`config.mk`:
```
export PLATFORM = sky130hd
export DESIGN_NAME = pee_host
export DESIGN_NICKNAME = d
export VERILOG_FILES = /design/src/hdl/pee_pkg.sv /design/src/hdl/pee_host.sv
export SDC_FILE = /design/constraint.sdc
export NUM_CORES = 1
export LEC_CHECK = 0
export BUFFER_PORTS_ARGS = -buffer_cell sky130_fd_sc_hd__buf_4
export CORE_MARGIN = 5
export CORE_UTILIZATION = 45
export CTS_CLUSTER_DIAMETER = 80
export CTS_CLUSTER_SIZE = 40
export DETAILED_ROUTE_END_ITERATION = 7
export PLACE_DENSITY = 0.65
export SETUP_SLACK_MARGIN = 0.2
export SLEW_MARGIN = 20
export SYNTH_ARGS = -nofsm -noshare
export SYNTH_HDL_FRONTEND = slang
export SYNTH_SLANG_ARGS = --single-unit
```
`constraint.sdc`:
```
create_clock -name sys_clk -period 8.1 [get_ports sys_clk]
set_input_delay 1.62 -clock sys_clk [delete_from_list [all_inputs] [get_ports sys_clk]]
set_output_delay 1.62 -clock sys_clk [all_outputs]
set_load 0.05 [all_outputs]
```
`src/hdl/pee_pkg.sv`:
```
// package: constants and carriers for the paged eeprom host port
package pee_pkg;
    localparam int CLK_PERIOD_NS = 100;
    // printed times in their own units
    localparam int T_WP_NS       = 150;   // write pulse low, least
    localparam int T_WPH_NS      = 100;   // write pulse high, least
    localparam int T_ACC_NS      = 250;   // address/enable to data, most
    localparam int T_OEHP_NS     = 150;   // output enable high between polls, least
    localparam int T_BLC_US      = 150;   // byte load window, most
    localparam int T_WC_MS       = 10;    // write cycle, most
    localparam int T_PWR_MS      = 5;     // power-on write delay
    // cycle counts: least times and the access time round up, the long times round down
    localparam int WP_CYC   = (T_WP_NS + CLK_PERIOD_NS - 1) / CLK_PERIOD_NS;
    localparam int WPH_CYC  = (T_WPH_NS + CLK_PERIOD_NS - 1) / CLK_PERIOD_NS;
    localparam int ACC_CYC  = (T_ACC_NS + CLK_PERIOD_NS - 1) / CLK_PERIOD_NS;
    localparam int OEHP_CYC = (T_OEHP_NS + CLK_PERIOD_NS - 1) / CLK_PERIOD_NS;
    localparam int BLC_CYC  = (T_BLC_US * 1000) / CLK_PERIOD_NS;
    localparam int WC_CYC   = (T_WC_MS * 1000000) / CLK_PERIOD_NS;
    localparam int PWR_CYC  = (T_PWR_MS * 1000000) / CLK_PERIOD_NS;
    // own gap limit, half the window, leaves room for pin latency
    localparam int GAP_CYC  = BLC_CYC / 2;
    // synchroniser depth plus the output register lag
    localparam int SYNC_CYC = 4;
    localparam int CNT_W    = 20;
    // address layout
    localparam int ADDR_W    = 17;
    localparam int DATA_W    = 8;
    localparam int PAGE_LSB  = 6;
    localparam int POLL_BIT  = 7;
    localparam int TOGG_BIT  = 6;
    localparam int SEQ_LEN   = 3;

    typedef enum logic [1:0] {
        PEE_OP_READ,
        PEE_OP_LOAD,
        PEE_OP_PROT_ON,
        PEE_OP_PROT_OFF
    } pee_op_t;

    typedef struct packed {
        pee_op_t             op;
        logic [ADDR_W-1:0]   addr;
        logic [DATA_W-1:0]   data;
        logic                last;   // close the page after this load
    } pee_cmd_t;

    typedef struct packed {
        logic [DATA_W-1:0]   data;
        logic                err;    // programming did not end in time
    } pee_rsp_t;
endpackage

```
`src/hdl/pee_host.sv`:
```
// host controller driving a paged eeprom through its parallel pins
`timescale 1ns/1ps

module pee_host #(
    parameter int                                           WC_CYC  = pee_pkg::WC_CYC,
    parameter int                                           PWR_CYC = pee_pkg::PWR_CYC,
    parameter logic [2:0][pee_pkg::ADDR_W-1:0]              SDP_ON_ADDR  = {17'h00003, 17'h00002, 17'h00001},
    parameter logic [2:0][pee_pkg::DATA_W-1:0]              SDP_ON_DATA  = {8'h03, 8'h02, 8'h01},
    parameter logic [2:0][pee_pkg::ADDR_W-1:0]              SDP_OFF_ADDR = {17'h00006, 17'h00005, 17'h00004},
    parameter logic [2:0][pee_pkg::DATA_W-1:0]              SDP_OFF_DATA = {8'h06, 8'h05, 8'h04}
) (
    // clock and reset
    input  wire logic                        sys_clk,
    input  wire logic                        sys_rst,
    // user command side
    input  wire logic                        cmd_valid,
    output logic                             cmd_ready,
    input  wire pee_pkg::pee_cmd_t           cmd,
    output logic                             rsp_valid,
    output pee_pkg::pee_rsp_t                rsp,
    output logic                             prot_on,
    // memory pins
    output logic [pee_pkg::ADDR_W-1:0]       byte_address,
    output logic                             mem_ce_n,
    output logic                             mem_oe_n,
    output logic                             mem_we_n,
    output logic [pee_pkg::DATA_W-1:0]       data_lines_o,
    output logic                             data_lines_oe_n,
    input  wire logic [pee_pkg::DATA_W-1:0]  data_lines_i
);
    typedef enum logic [3:0] {
        S_PWR, S_IDLE, S_WSET, S_WLOW, S_WHIGH, S_RLOW, S_PLOW, S_PHIGH
    } pee_state_t;

    localparam logic [pee_pkg::CNT_W-1:0] C_WP   = pee_pkg::CNT_W'(pee_pkg::WP_CYC);
    localparam logic [pee_pkg::CNT_W-1:0] C_WPH  = pee_pkg::CNT_W'(pee_pkg::WPH_CYC);
    localparam logic [pee_pkg::CNT_W-1:0] C_RD   =
        pee_pkg::CNT_W'(pee_pkg::ACC_CYC + pee_pkg::SYNC_CYC);
    localparam logic [pee_pkg::CNT_W-1:0] C_OEHP = pee_pkg::CNT_W'(pee_pkg::OEHP_CYC);
    localparam logic [pee_pkg::CNT_W-1:0] C_GAP  = pee_pkg::CNT_W'(pee_pkg::GAP_CYC);
    localparam logic [pee_pkg::CNT_W-1:0] C_WC   = pee_pkg::CNT_W'(WC_CYC);
    localparam logic [pee_pkg::CNT_W-1:0] C_PWR  = pee_pkg::CNT_W'(PWR_CYC);

    pee_state_t                       st_q;
    logic [pee_pkg::CNT_W-1:0]        cnt_q;
    logic [pee_pkg::CNT_W-1:0]        wc_q;
    pee_pkg::pee_cmd_t                cur_q;
    logic [1:0]                       seq_q;
    logic                             in_page_q;
    logic                             sdp_q;
    logic [pee_pkg::ADDR_W-1:0]       last_addr_q;
    logic [pee_pkg::DATA_W-1:0]       last_data_q;
    logic                             prev6_q;
    logic                             polled_q;
    logic [pee_pkg::DATA_W-1:0]       s1_q;
    logic [pee_pkg::DATA_W-1:0]       s2_q;
    logic [pee_pkg::DATA_W-1:0]       s3_q;

    // three-stage pin synchroniser; only stages two and three are compared
    always_ff @(posedge sys_clk or posedge sys_rst)
    begin
        if (sys_rst)
        begin
            s1_q <= 8'h00;
            s2_q <= 8'h00;
            s3_q <= 8'h00;
        end
        else
        begin
            s1_q <= data_lines_i;
            s2_q <= s1_q;
            s3_q <= s2_q;
        end
    end

    // decode of what the current bus cycle drives
    wire                          in_seq    = (seq_q != 2'd3);
    wire                          off_op    = (cur_q.op == pee_pkg::PEE_OP_PROT_OFF);
    wire [pee_pkg::ADDR_W-1:0]    seq_addr  = off_op ? SDP_OFF_ADDR[seq_q] : SDP_ON_ADDR[seq_q];
    wire [pee_pkg::DATA_W-1:0]    seq_data  = off_op ? SDP_OFF_DATA[seq_q] : SDP_ON_DATA[seq_q];
    wire [pee_pkg::ADDR_W-1:0]    wr_addr   = in_seq ? seq_addr : cur_q.addr;
    wire [pee_pkg::DATA_W-1:0]    wr_data   = in_seq ? seq_data : cur_q.data;
    wire                          rd_stable = (s2_q == s3_q);
    localparam int PAGE_LSB_W = pee_pkg::PAGE_LSB;
    // a new load must share the open page, else the page closes first
    wire                          same_page = (cmd.addr[pee_pkg::ADDR_W-1:PAGE_LSB_W] ==
                                               last_addr_q[pee_pkg::ADDR_W-1:PAGE_LSB_W]);
    wire                          fits_page = (cmd.op == pee_pkg::PEE_OP_LOAD) && same_page;
    wire                          close_pg  = in_page_q && ((cmd_valid && !fits_page) ||
                                              (cnt_q >= C_GAP));
    wire                          take      = cmd_valid && cmd_ready;
    // command cycles store no byte, so only the toggle bit can end their poll
    wire                          bit7_ok   = (cur_q.op != pee_pkg::PEE_OP_LOAD) ||
                                              (s3_q[pee_pkg::POLL_BIT] ==
                                               last_data_q[pee_pkg::POLL_BIT]);
    // poll result: true bit 7 and bit 6 steady over two reads
    wire                          poll_done = bit7_ok && polled_q &&
                                              (s3_q[pee_pkg::TOGG_BIT] == prev6_q);

    assign cmd_ready = (st_q == S_IDLE) && !close_pg;
    assign prot_on   = sdp_q;

    // main sequencer
    always_ff @(posedge sys_clk or posedge sys_rst)
    begin
        if (sys_rst)
        begin
            st_q        <= S_PWR;
            cnt_q       <= '0;
            wc_q        <= '0;
            cur_q       <= '0;
            seq_q       <= 2'd3;
            in_page_q   <= 1'b0;
            sdp_q       <= 1'b0;     // delivered unprotected; a host reset assumes that
            last_addr_q <= '0;
            last_data_q <= 8'h00;
            prev6_q     <= 1'b0;
            polled_q    <= 1'b0;
            rsp_valid   <= 1'b0;
            rsp         <= '0;
        end
        else
        begin
            rsp_valid <= 1'b0;
            cnt_q     <= cnt_q + 1'b1;
            case (st_q)
                S_PWR:
                begin
                    if (cnt_q >= C_PWR)
                    begin
                        st_q  <= S_IDLE;
                        cnt_q <= '0;
                    end
                end
                S_IDLE:
                begin
                    if (close_pg)
                    begin
                        // device starts programming on its own at the window end
                        st_q     <= S_PLOW;
                        cnt_q    <= '0;
                        wc_q     <= '0;
                        polled_q <= 1'b0;
                    end
                    else if (take)
                    begin
                        cur_q <= cmd;
                        cnt_q <= '0;
                        if (cmd.op == pee_pkg::PEE_OP_READ)
                            st_q <= S_RLOW;
                        else
                        begin
                            st_q <= S_WSET;
                            // prefix only at the start of a write cycle
                            seq_q <= (cmd.op != pee_pkg::PEE_OP_LOAD ||
                                      (sdp_q && !in_page_q)) ? 2'd0 : 2'd3;
                        end
                    end
                end
                S_WSET:
                begin
                    // address settles with chip enable before the strobe falls
                    st_q  <= S_WLOW;
                    cnt_q <= '0;
                end
                S_WLOW:
                begin
                    if (cnt_q >= C_WP - 1'b1)
                    begin
                        st_q  <= S_WHIGH;
                        cnt_q <= '0;
                    end
                end
                S_WHIGH:
                begin
                    if (cnt_q >= C_WPH - 1'b1)
                    begin
                        cnt_q       <= '0;
                        last_addr_q <= wr_addr;
                        last_data_q <= wr_data;
                        if (seq_q < 2'd2)
                        begin
                            seq_q <= seq_q + 2'd1;
                            st_q  <= S_WSET;
                        end
                        else if (seq_q == 2'd2 && cur_q.op == pee_pkg::PEE_OP_LOAD)
                        begin
                            seq_q <= 2'd3;
                            st_q  <= S_WSET;
                        end
                        else if (cur_q.op == pee_pkg::PEE_OP_LOAD && !cur_q.last)
                        begin
                            // page stays open; any order, reloads allowed
                            in_page_q <= 1'b1;
                            st_q      <= S_IDLE;
                        end
                        else
                        begin
                            if (cur_q.op == pee_pkg::PEE_OP_PROT_ON)
                                sdp_q <= 1'b1;
                            if (cur_q.op == pee_pkg::PEE_OP_PROT_OFF)
                                sdp_q <= 1'b0;
                            seq_q     <= 2'd3;
                            in_page_q <= 1'b1;
                            st_q      <= S_PLOW;
                            wc_q      <= '0;
                            polled_q  <= 1'b0;
                        end
                    end
                end
                S_RLOW:
                begin
                    if (cnt_q >= C_RD && rd_stable)
                    begin
                        rsp_valid <= 1'b1;
                        rsp.data  <= s3_q;
                        rsp.err   <= 1'b0;
                        st_q      <= S_IDLE;
                        cnt_q     <= '0;
                    end
                end
                S_PLOW:
                begin
                    wc_q <= wc_q + 1'b1;
                    if (cnt_q >= C_RD && rd_stable)
                    begin
                        prev6_q  <= s3_q[pee_pkg::TOGG_BIT];
                        polled_q <= 1'b1;
                        cnt_q    <= '0;
                        if (poll_done || wc_q >= C_WC)
                        begin
                            rsp_valid <= 1'b1;
                            rsp.data  <= s3_q;
                            rsp.err   <= !poll_done;
                            in_page_q <= 1'b0;
                            st_q      <= S_IDLE;
                        end
                        else
                            st_q <= S_PHIGH;
                    end
                end
                S_PHIGH:
                begin
                    wc_q <= wc_q + 1'b1;
                    if (cnt_q >= C_OEHP - 1'b1)
                    begin
                        st_q  <= S_PLOW;
                        cnt_q <= '0;
                    end
                end
                default:
                    st_q <= S_IDLE;
            endcase
        end
    end

    // pin decode from state; registered so the strobes never glitch
    wire wr_cyc = (st_q == S_WSET) || (st_q == S_WLOW) || (st_q == S_WHIGH);
    wire rd_cyc = (st_q == S_RLOW) || (st_q == S_PLOW);

    always_ff @(posedge sys_clk or posedge sys_rst)
    begin
        if (sys_rst)
        begin
            byte_address    <= '0;
            mem_ce_n        <= 1'b1;
            mem_oe_n        <= 1'b1;
            mem_we_n        <= 1'b1;
            data_lines_o    <= 8'h00;
            data_lines_oe_n <= 1'b1;
        end
        else
        begin
            byte_address    <= wr_cyc ? wr_addr :
                               (st_q == S_RLOW ? cur_q.addr : last_addr_q);
            mem_ce_n        <= !(wr_cyc || rd_cyc || st_q == S_PHIGH);
            mem_oe_n        <= !rd_cyc;                 // high in writes
            mem_we_n        <= (st_q != S_WLOW);
            data_lines_o    <= wr_data;
            data_lines_oe_n <= !wr_cyc;                 // released no later than the edge that starts any read
        end
    end
endmodule

```
; ---- After elaboration in Yosys (flattened, before gate mapping)
; Cells that the tools add are included.
[classes]
n_addsub = 3
bitwise = 4
n_lt_le_gt_ge = 8
multipliers = 0
n_eq_ne = 36
mux = 73
n_shift = 0
reduce_logical = 49
div_mod_pow = 0
[ops]
columns = op, count
row1 = $mux 20, 11
row2 = $pmux 20 s6, 1
row3 = $mux 17, 6
row4 = $bmux 17 s2, 2
row5 = $pmux 20 s3, 1
row6 = $add 20x1->20 const B, 2
row7 = $ge 20x1->1 const B, 2
row8 = $bmux 8 s2, 2
row9 = $mux 4, 8
row10 = $mux 8, 4
row11 = $pmux 4 s8, 1
row12 = $ne 2x2->1 const B, 15
row13 = $mux 9, 3
row14 = $reduce_and 6->1, 4
row15 = $ge 20x10->1 const B, 1
row16 = $ge 20x16->1 const B, 1
row17 = $ge 20x17->1 const B, 1
row18 = $ge 20x3->1 const B, 1
row19 = $pmux 9 s2, 1
row20 = $eq 4x3->1 const B, 4
row21 = $mux 1, 16
row22 = $mux 2, 8
row23 = $mux 3, 5
row24 = $reduce_and 7->1, 2
row25 = other kinds (29), 71
[word_totals]
mem_bits_rw = 0
rom_bits = 0
elab_cells = 199
latchBits = 0
mem_count = 0
register_bits = 166

; ---- Depth between registers and ports, before layout
; Gate-level depths: netlist (run 1).
[logic_depth]
ltp_word = 12
depth_mapped = 9
mapped_depth_nobuf = 8

; ---- Least setup slack after synthesis (run 1)
; No wires, ideal clock.
[synth_timing]
path_kind = input-to-output
start = in cmd[19] in the netlist's numbering
end = out cmd_ready
path_slack_ns = 3.041
path_stages = 5
arrival_ns = 3.439
t_required_ns = 6.480
path_cell_list = xnor2_1 > nand4_1 > o31ai_1 > a21oi_1 > nor3_1
[synth_between]
elab_chain_cells = 8
[synth_lines]
columns = element, line_no
row1 = from (decl), pee_host.sv:18  ; input wire pee_pkg::pee_cmd_t cmd,
row2 = $eq 11x11->1, pee_host.sv:86  ; wire same_page = (cmd.addr[pee_pkg::ADDR_W-1:PAGE_LSB_W] ==
row3 = $logic_and 1x1->1, pee_host.sv:88  ; wire fits_page = (cmd.op == pee_pkg::PEE_OP_LOAD) && same_page;
row4 = $logic_not 1->1, pee_host.sv:89  ; wire close_pg = in_page_q && ((cmd_valid && !fits_page) ||
row5 = $logic_and 1x1->1, pee_host.sv:89
row6 = $logic_or 1x1->1, pee_host.sv:89
row7 = $logic_and 1x1->1, pee_host.sv:89
row8 = $logic_not 1->1, pee_host.sv:100  ; assign cmd_ready = (st_q == S_IDLE) && !close_pg;
row9 = $logic_and 1x1->1, pee_host.sv:100
row10 = to (decl), pee_host.sv:17  ; output logic cmd_ready,
; No other way between the ends.

; ---- Worst setup path after layout (run 1)
[layout_timing]
start = in cmd[27] in the netlist's numbering
end = out cmd_ready
[layout_between]
elab_chain_cells = 8
[layout_lines]
columns = element, line_no
row1 = $eq 2x1->1, pee_host.sv:88
row2 = $logic_and 1x1->1, pee_host.sv:88
row3 = $logic_not 1->1, pee_host.sv:89
row4 = $logic_and 1x1->1, pee_host.sv:89
row5 = $logic_or 1x1->1, pee_host.sv:89
row6 = $logic_and 1x1->1, pee_host.sv:89
row7 = $logic_not 1->1, pee_host.sv:100
row8 = $logic_and 1x1->1, pee_host.sv:100
; No other way between the ends.

==> impl_metrics.json, run 1 <==
{
  "status": "completed",
  "hold_viol_final": 0,
  "cts-resized-gates": 0,
  "cp_max_fo": 5,
  "cts_made_buffers": 17,
  "grt_max_degree": 101,
  "power.switching_mw": 1.32,
  "synth_commonest_cells": "dfrtp_1 (152), nand2_1 (74), nor2_1 (62)",
  "period_minus_slack_ps": 5010,
  "cpPeakStageDelay_ps": 420,
  "gp_congestion": 0.881,
  "syn_area_per_cell_sq_um": 10.6,
  "hold_depth": 0,
  "synth_top_area_share_pct": 53.5,
  "coreArea_sq_um": 15700,
  "synth_top_flop_cell": "dfrtp_1",
  "fin_setup_tns_ps": 0,
  "synth_edf_count": 0,
  "whs_endpoint": "s2_q[0]",
  "cp_slowest_cell": "o31ai_1",
  "reg2reg_depth": 6,
  "arrival_ps": 3390,
  "post_drt_wl_per_cell_um": 16.0,
  "synthCells": 672,
  "grt_setup_unrepaired": "false",
  "grt_pass1_vias": 5244,
  "htreeDepth": 4,
  "vias": 5181,
  "leakage_nw": 3.83,
  "tightest_slew_ps": 1040,
  "cp-start-kind": "input port",
  "power_frac_comb_pct": 36.9,
  "drive_above_1_share_pct": 22.0,
  "pwr-share-seq_pct": 38.7,
  "cp_cell_sequence": "buf_4 > nor2b_1 > nand4_1 > o31ai_1 > a21oi_1 > nor3_1 > buf_4",
  "cts_root_buf": "clkbuf_16",
  "hp-class": "reg2reg",
  "tritoncts": "done",
  "start_util_pct": 45.2,
  "maxClockFrequency_mhz": 199,
  "dr.pass1.iters": 5,
  "power.share.clock_pct": 24.5,
  "drcViolationCount": 0,
  "relSlewSlack_pct": 30.4,
  "area_delta_synth_final_pct": 19.6,
  "fin_nets": 795,
  "yosysWarnings": 0,
  "drtAntennaViolNets": 0,
  "cp_top_family": "simple AND/OR/NAND/NOR gates",
  "clk_path_buf_depth": 2,
  "skew_ps": 7.22,
  "worstHoldStart": "s1_q[0]",
  "p_int_mw": 1.97,
  "port_buffers": 79,
  "timing.rr.start": "st_q[0]",
  "yosys.area.top_type": "dfrtp_1",
  "ir_drop_v": 0.000220,
  "syn_nets": 724,
  "worstSetupPathType": "in2out",
  "swShare_pct": 40.1,
  "p_per_area_nw_per_um2": 387,
  "syn_area_sq_um": 7110,
  "end_kind": "output port",
  "cap_viol_max_count": 0,
  "worst-path-buf-inv": 2,
  "drt_wl_total_um": 15500,
  "dieArea_sq_um": 18400,
  "place_hpwl_um": 10400,
  "post-route-period-util_pct": 61.9,
  "diodes": 0,
  "antenna_found_initial": 0,
  "clock_latency_ps": 420,
  "first_iter_violations": 337,
  "placementRows": 46,
  "post-cts-setup-buffers": 0,
  "synth_cell_types": 55,
  "yosysMostFrequentCell": "dfrtp_1",
  "pin_count": 80,
  "grt_use_total_pct": 18.1,
  "synth-seq-cells": 158,
  "grt_pass1_wl_um": 26500,
  "clock-sinks": 158,
  "reg2reg_slack_ps": 5130,
  "overflow": 0,
  "worstPathRequired_ps": 6480,
  "ys_seq_area_share_pct": 55.7,
  "finalPower_mw": 3.29,
  "die_x_um": 136,
  "crit_top_cell": "buf_4",
  "utilization_pct": 54.1,
  "hold_buffers": 0,
  "via_per_inst": 5.33,
  "synth.area.top_cells": "dfrtp_1 (54%), mux2_2 (5.9%), xnor2_1 (3.9%)",
  "cts.clk_slew.worst_paths_ps": 60,
  "r2r-end": "seq_q[0]",
  "slew_violations": 0,
  "synthArstFlopShare_pct": 100,
  "die_y_um": 136,
  "setup_viol": 0
}
==> flip-flops by register name, indices dropped and copies added (netlist names), 2 cells and up <==
signal        count
wc_q             20
s2_q              8
s1_q              8
cur_q            28
byte_address     17
s3_q              8
st_q              3
last_addr_q      17
data_lines_o      8
rsp               9
seq_q             2
cnt_q            20
==> power groups by stage <==
stage	clock network [mW]	logic [mW]	registers [mW]
detailed placement	0	1.22	1.28
floorplan	0	0.728	1.42
finish	0.804	1.21	1.27
global placement	0	1.19	1.27
global route	0.859	1.33	1.31
CTS	0.823	1.22	1.27
==> worst max path at each step <==
| stage | start | end | slack (ps) | depth (start not counted) |
|---|---|---|---|---|
| floorplan | sys_rst | byte_address[0] | 2230 | 1 |
| global placement | cmd[27] | cmd_ready | 3040 | 7 |
| detailed placement | cmd[27] | cmd_ready | 3100 | 7 |
| CTS | cmd[27] | cmd_ready | 3080 | 7 |
| global route | cmd[27] | cmd_ready | 2980 | 7 |
| finish | cmd[27] | cmd_ready | 3090 | 7 |
==> layer usage <==
metal,part of all wire (%),vias up,track usage [%]
met5,0,-,0
met4,1.2,0,5.94
met3,5.2,19,4.83
met2,48,129,28.5
met1,46,2531,24.4
li1,-,2502,-
==> metrics by stage <==
stage | cell area (sq um) | setup WS, ps | cells | hold slack, ps
6_report | 8500 | 3090 | 972 | 348
2_1_floorplan | 7110 | 2230 | 672 | 331
4_1_cts | 8500 | 3080 | 972 | 350
3_3_place_gp | 7900 | 3040 | 940 | 333
3_5_place_dp | 7900 | 3100 | 940 | 335
5_1_grt | 8500 | 2980 | 972 | 359
==> cell families after synthesis <==
family,after synthesis,synth area share (%)
flops,158,55.7
compound gates,131,12.4
xor+xnor,40,4.93
fa+ha+maj,13,2.29
simple gates,232,15.1
mux,40,6.29
buf+inv,58,3.19
==> worst reg2reg max path, cell delays in order, from the launching register on <==
cell and delay (ps):
dfrtp_1 860, nor3b_1 650, nand2_1 160, nor3_1 330, a21oi_4 310, a21boi_0 380
a2bb2oi_1 210
==> layout by cell type (no fill, tap or decap), types with 3 or more instances in the layout <==
| cell | n |
|---|---|
| dfstp_2 | 6 |
| ha_1 | 12 |
| clkbuf_16 | 17 |
| dfrtp_1 | 152 |
| a211oi_1 | 6 |
| a21boi_0 | 3 |
| nor4_1 | 4 |
| a21oi_1 | 26 |
| mux2i_1 | 3 |
| or4_1 | 6 |
| clkbuf_8 | 3 |
| a22o_1 | 15 |
| nand2_1 | 74 |
| o21a_1 | 5 |
| nor2_1 | 62 |
| xor2_1 | 8 |
| mux2_2 | 37 |
| o211ai_1 | 5 |
| nor2b_1 | 7 |
| nand4_1 | 14 |
| o21ai_0 | 25 |
| buf_4 | 83 |
| clkinvlp_4 | 3 |
| nor3_1 | 17 |
| a31oi_1 | 17 |
| and2_1 | 9 |
| a21o_1 | 3 |
| inv_6 | 3 |
| a41oi_1 | 4 |
| nand3_1 | 29 |
| inv_1 | 25 |
| xnor2_1 | 32 |
| a211o_1 | 3 |
==> area by class of cell <==
type | count | area (sq um)
flip-flops and latches | 158 | 3960
clock buffers | 22 | 474
inverters | 27 | 106
fillers | 1370 | 7210
multi-input cells | 456 | 2940
repair buffers | 83 | 623
well taps | 216 | 270
clock inverters | 10 | 129
(Power assumes the default switching activity.)
==> run 2: changes to the inputs <==
clock period = 4.81 ns   (was 8.1 ns; I/O delays follow)
==> impl_metrics.json, run 2 (synthesis results as in run 1) <==
{
  "largest_reg_flops": 28,
  "cts-resized-gates": 0,
  "fin_setup_tns_ps": 0,
  "worstPathRequired_ps": 3850,
  "pin_count": 80,
  "antenna_found_initial": 0,
  "arrival_ps": 2960,
  "cap_viol_max_count": 0,
  "diodes": 0,
  "area_delta_synth_final_pct": 20.0,
  "largestRegisters": "cur_q (28), cnt_q (20), wc_q (20)",
  "reg2reg_depth": 6,
  "finalPower_mw": 5.59,
  "htreeDepth": 4,
  "grt_use_total_pct": 17.8,
  "overflow": 0,
  "post_drt_wl_per_cell_um": 16.1,
  "status": "completed",
  "cts_root_buf": "clkbuf_16",
  "die_y_um": 136,
  "startpoint": "cnt_q[12]",
  "crit_path_end": "cmd_ready",
  "setup_viol": 0,
  "place_hpwl_um": 10400,
  "drive_above_1_share_pct": 22.2,
  "clock-sinks": 158,
  "hp-class": "reg2reg",
  "regMostFlops": "cur_q",
  "final_cell_mix": "dfrtp_1 (152), buf_4 (82), nand2_1 (74), nor2_1 (62), mux2_2 (37)",
  "vias": 5255,
  "worstSetupPathType": "reg2out",
  "grt_max_degree": 159,
  "via_per_inst": 5.41,
  "skew_ps": 8.32,
  "dr.pass1.iters": 5,
  "hold_viol_final": 0,
  "end_kind": "output port",
  "drtAntennaViolNets": 0,
  "final_cell_area_sq_um": 8530,
  "cts_made_buffers": 17,
  "maxClockFrequency_mhz": 255,
  "port_buffers": 79,
  "tightest_slew_ps": 1070,
  "layout_commonest_cell": "dfrtp_1",
  "fin_nets": 795,
  "period_minus_slack_ps": 3920,
  "first_iter_violations": 390,
  "placementRows": 46,
  "p_per_area_nw_per_um2": 655,
  "hold_buffers": 0,
  "drcViolationCount": 0,
  "slew_violations": 0,
  "coreArea_sq_um": 15700,
  "timing.rr.start": "st_q[0]",
  "place_inst": 940,
  "gp_congestion": 0.867,
  "post-route-period-util_pct": 81.5,
  "leakage_nw": 3.85,
  "final_cells": 972,
  "grt_pass1_vias": 5197,
  "ir_drop_v": 0.000380,
  "start_util_pct": 45.2,
  "drt_wl_total_um": 15700,
  "tritoncts": "done",
  "clk_path_buf_depth": 2,
  "fin_worst_hold_slack_ps": 348,
  "cts.clk_slew.worst_paths_ps": 70,
  "r2r-end": "seq_q[0]",
  "n_fill_cell": 1355,
  "relSlewSlack_pct": 28.6,
  "place_area_sq_um": 7910,
  "die_x_um": 136,
  "clock_latency_ps": 430,
  "cp-start-kind": "flop",
  "cp_max_fo": 4,
  "dieArea_sq_um": 18400,
  "post-cts-setup-buffers": 0,
  "grt_pass1_wl_um": 26100,
  "reg2reg_slack_ps": 1880,
  "grt_setup_unrepaired": "false"
}
[run 2: layout make-up]
cell class / count / area (sq um) / area share (%)
tap: 216 / 270 / 3.17
timing repair buffer: 83 / 636 / 7.45
inverter: 27 / 105 / 1.23
sequential: 158 / 3960 / 46.4
multi-input combinational: 456 / 2940 / 34.4
clock inverter: 15 / 195 / 2.29
clock buffer: 17 / 425 / 4.99
[run 2: how the worst min path moves through the flow]
stage,startpoint,end,slack [ps],depth (start not counted)
6_report,s1_q[0],s2_q[0],350,0
5_1_grt,s1_q[1],s2_q[1],360,0
4_1_cts,s1_q[0],s2_q[0],350,0
3_5_place_dp,s1_q[0],s2_q[0],330,0
3_3_place_gp,s1_q[2],s2_q[2],330,0
2_1_floorplan,s1_q[0],s2_q[0],330,0
[run 2: per-layer routing]
| layer | up-vias | global-route usage [%] | wire length (um) |
|---|---|---|---|
| met2 | 124 | 28.6 | 7730 |
| met4 | 0 | 5.49 | 230 |
| met3 | 25 | 4.83 | 763 |
| met5 | - | 0 | 0 |
| li1 | 2494 | - | - |
| met1 | 2612 | 23.6 | 6930 |
[run 2: metrics by stage]
step                utilization (%)  worst slack, ps
finish                         54.3              889
global route                   54.3              739
CTS                            54.3              866
detailed placement             50.3             1080
global placement               50.3             1070
floorplan                         -             1010
[run 2: worst max-delay path, cell delays in order (launching register included)]
cell and delay (ps):
dfrtp_1 420, or4_1 570, or4_4 540, nor2_1 200
a21oi_1 160, nor3_1 360, buf_4 280
[run 2: power breakdown]
group,internal (mW),total (mW),switching [mW],leakage (nW)
clock network,0.795,1.39,0.595,0.303
registers,1.76,2.15,0.392,2.00
logic,0.743,2.05,1.30,1.54
total,3.29,5.59,2.29,3.85
==> run 3: changes to the inputs <==
clock period = 3.95 ns   (was 4.81 ns; I/O delays follow)
==> impl_metrics.json, run 3 (synthesis results as in run 1) <==
{
  "status": "completed",
  "diodes": 0,
  "pin_count": 80,
  "grt_max_degree": 85,
  "htreeDepth": 4,
  "fin_worst_hold_slack_ps": 347,
  "overflow": 0,
  "arrival_ps": 2790,
  "maxClockFrequency_mhz": 279,
  "drcViolationCount": 0,
  "die_y_um": 136,
  "final_cells": 978,
  "clk_path_buf_depth": 2,
  "clock-sinks": 158,
  "area_delta_synth_final_pct": 20.5,
  "placementRows": 46,
  "relSlewSlack_pct": 28.2,
  "grt_pass1_vias": 5372,
  "drt_wl_total_um": 15700,
  "cpPeakStageDelay_ps": 570,
  "multi_input_area_sq_um": 2940,
  "place_hpwl_um": 10500,
  "start_util_pct": 45.2,
  "via_per_inst": 5.29,
  "cts_made_buffers": 17,
  "largestRegisters": "cur_q (28), cnt_q (20), wc_q (20)",
  "antenna_found_initial": 0,
  "p_per_area_nw_per_um2": 796,
  "post_drt_wl_per_cell_um": 16.0,
  "regMostFlops": "cur_q",
  "vias": 5175,
  "n_fill_cell": 1376,
  "first_iter_violations": 407,
  "port_buffers": 79,
  "worstPathRequired_ps": 3160,
  "place_inst": 946,
  "ir_drop_v": 0.000531,
  "tritoncts": "done",
  "drive_above_1_share_pct": 22.8,
  "period_minus_slack_ps": 3580,
  "cp-start-kind": "flop",
  "clock_latency_ps": 420,
  "cp_cell_sequence": "or4_1 > or4_4 > nor2_1 > a21oi_1 > nor3_2 > buf_4",
  "drtAntennaViolNets": 0,
  "cap_viol_max_count": 0,
  "layout_commonest_cell": "dfrtp_1",
  "place_area_sq_um": 7950,
  "cp_slowest_cell": "or4_1",
  "worstSetupPathType": "reg2out",
  "cts.clk_slew.worst_paths_ps": 60,
  "fin_nets": 801,
  "utilization_pct": 54.5,
  "slew_violations": 0,
  "dieArea_sq_um": 18400,
  "cts_root_buf": "clkbuf_16",
  "setup_viol": 0,
  "gp_congestion": 0.847,
  "post-route-period-util_pct": 90.6,
  "final_cell_mix": "dfrtp_1 (152), buf_4 (88), nand2_1 (74), nor2_1 (62), mux2_2 (37)",
  "dr.pass1.iters": 5,
  "skew_ps": 9.44,
  "grt_pass1_wl_um": 26500,
  "grt_setup_unrepaired": "false",
  "seq_area_sq_um": 3960,
  "grt_use_total_pct": 18.0,
  "cp_max_fo": 4,
  "largest_reg_flops": 28,
  "hp-class": "reg2reg",
  "hold_viol_final": 0,
  "tightest_slew_ps": 1070,
  "end_kind": "output port",
  "final_cell_area_sq_um": 8560,
  "leakage_nw": 3.87,
  "die_x_um": 136,
  "fin_setup_tns_ps": 0,
  "coreArea_sq_um": 15700
}
run 3: cell type report:
cell class	count	area share (%)
Multi-Input combinational cell	456	34.3
Sequential cell	158	46.3
Timing Repair Buffer	89	7.95
Inverter	27	1.23
Tap cell	216	3.16
Clock inverter	15	2.08
Clock buffer	17	4.97
run 3: final timing paths:
path / to / slack, ps / cells past startpoint / from
worst max register to register: seq_q[0] / 1130 / 6 / cnt_q[13]
worst max-delay path: cmd_ready / 370 / 6 / cnt_q[13]
worst min-delay path: s2_q[1] / 350 / 0 / s1_q[1]
max in group asynchronous: mem_ce_n / 2490 / 3 / sys_rst
min in group asynchronous: s3_q[2] / 470 / 2 / sys_rst
worst min register to register: s2_q[1] / 350 / 0 / s1_q[1]
run 3: report_power, final:
group | switching (mW) | internal, mW
Sequential | 0.408 | 2.14
Clock | 0.711 | 0.955
Combinational | 1.67 | 0.929
Total | 2.79 | 4.02
run 3: repair_timing:
item | 4_1_cts | 5_1_grt
setup endpoints to repair | 0 | 1
buffers inserted | 0 | 0
resized for setup | 0 | 1
hold buffers | 0 | 0
run 3: layer usage:
metal | track usage [%] | part of all wire [%] | vias up | routed length [um]
met4 | 6.16 | 1.3 | 0 | 211
met3 | 4.68 | 4.9 | 16 | 767
met1 | 24.3 | 45 | 2537 | 7020
met5 | 0 | 0 | - | 0
li1 | - | - | 2502 | -
met2 | 28.5 | 49 | 120 | 7680
run 3: worst max-delay path, delay by kind of cell, from the launching register on:
kind | cells | cell delay, ps
flops | 1 | 410
buf+inv | 1 | 260
simple gates | 4 | 1540
compound gates | 1 | 170
run 3: through the flow:
stage          setup slack (ps)  total power, mW
6_report                    370             6.82
2_1_floorplan               318             4.40
4_1_cts                     203             6.86
3_3_place_gp                546             5.09
5_1_grt                     244             7.23
3_5_place_dp                523             5.16
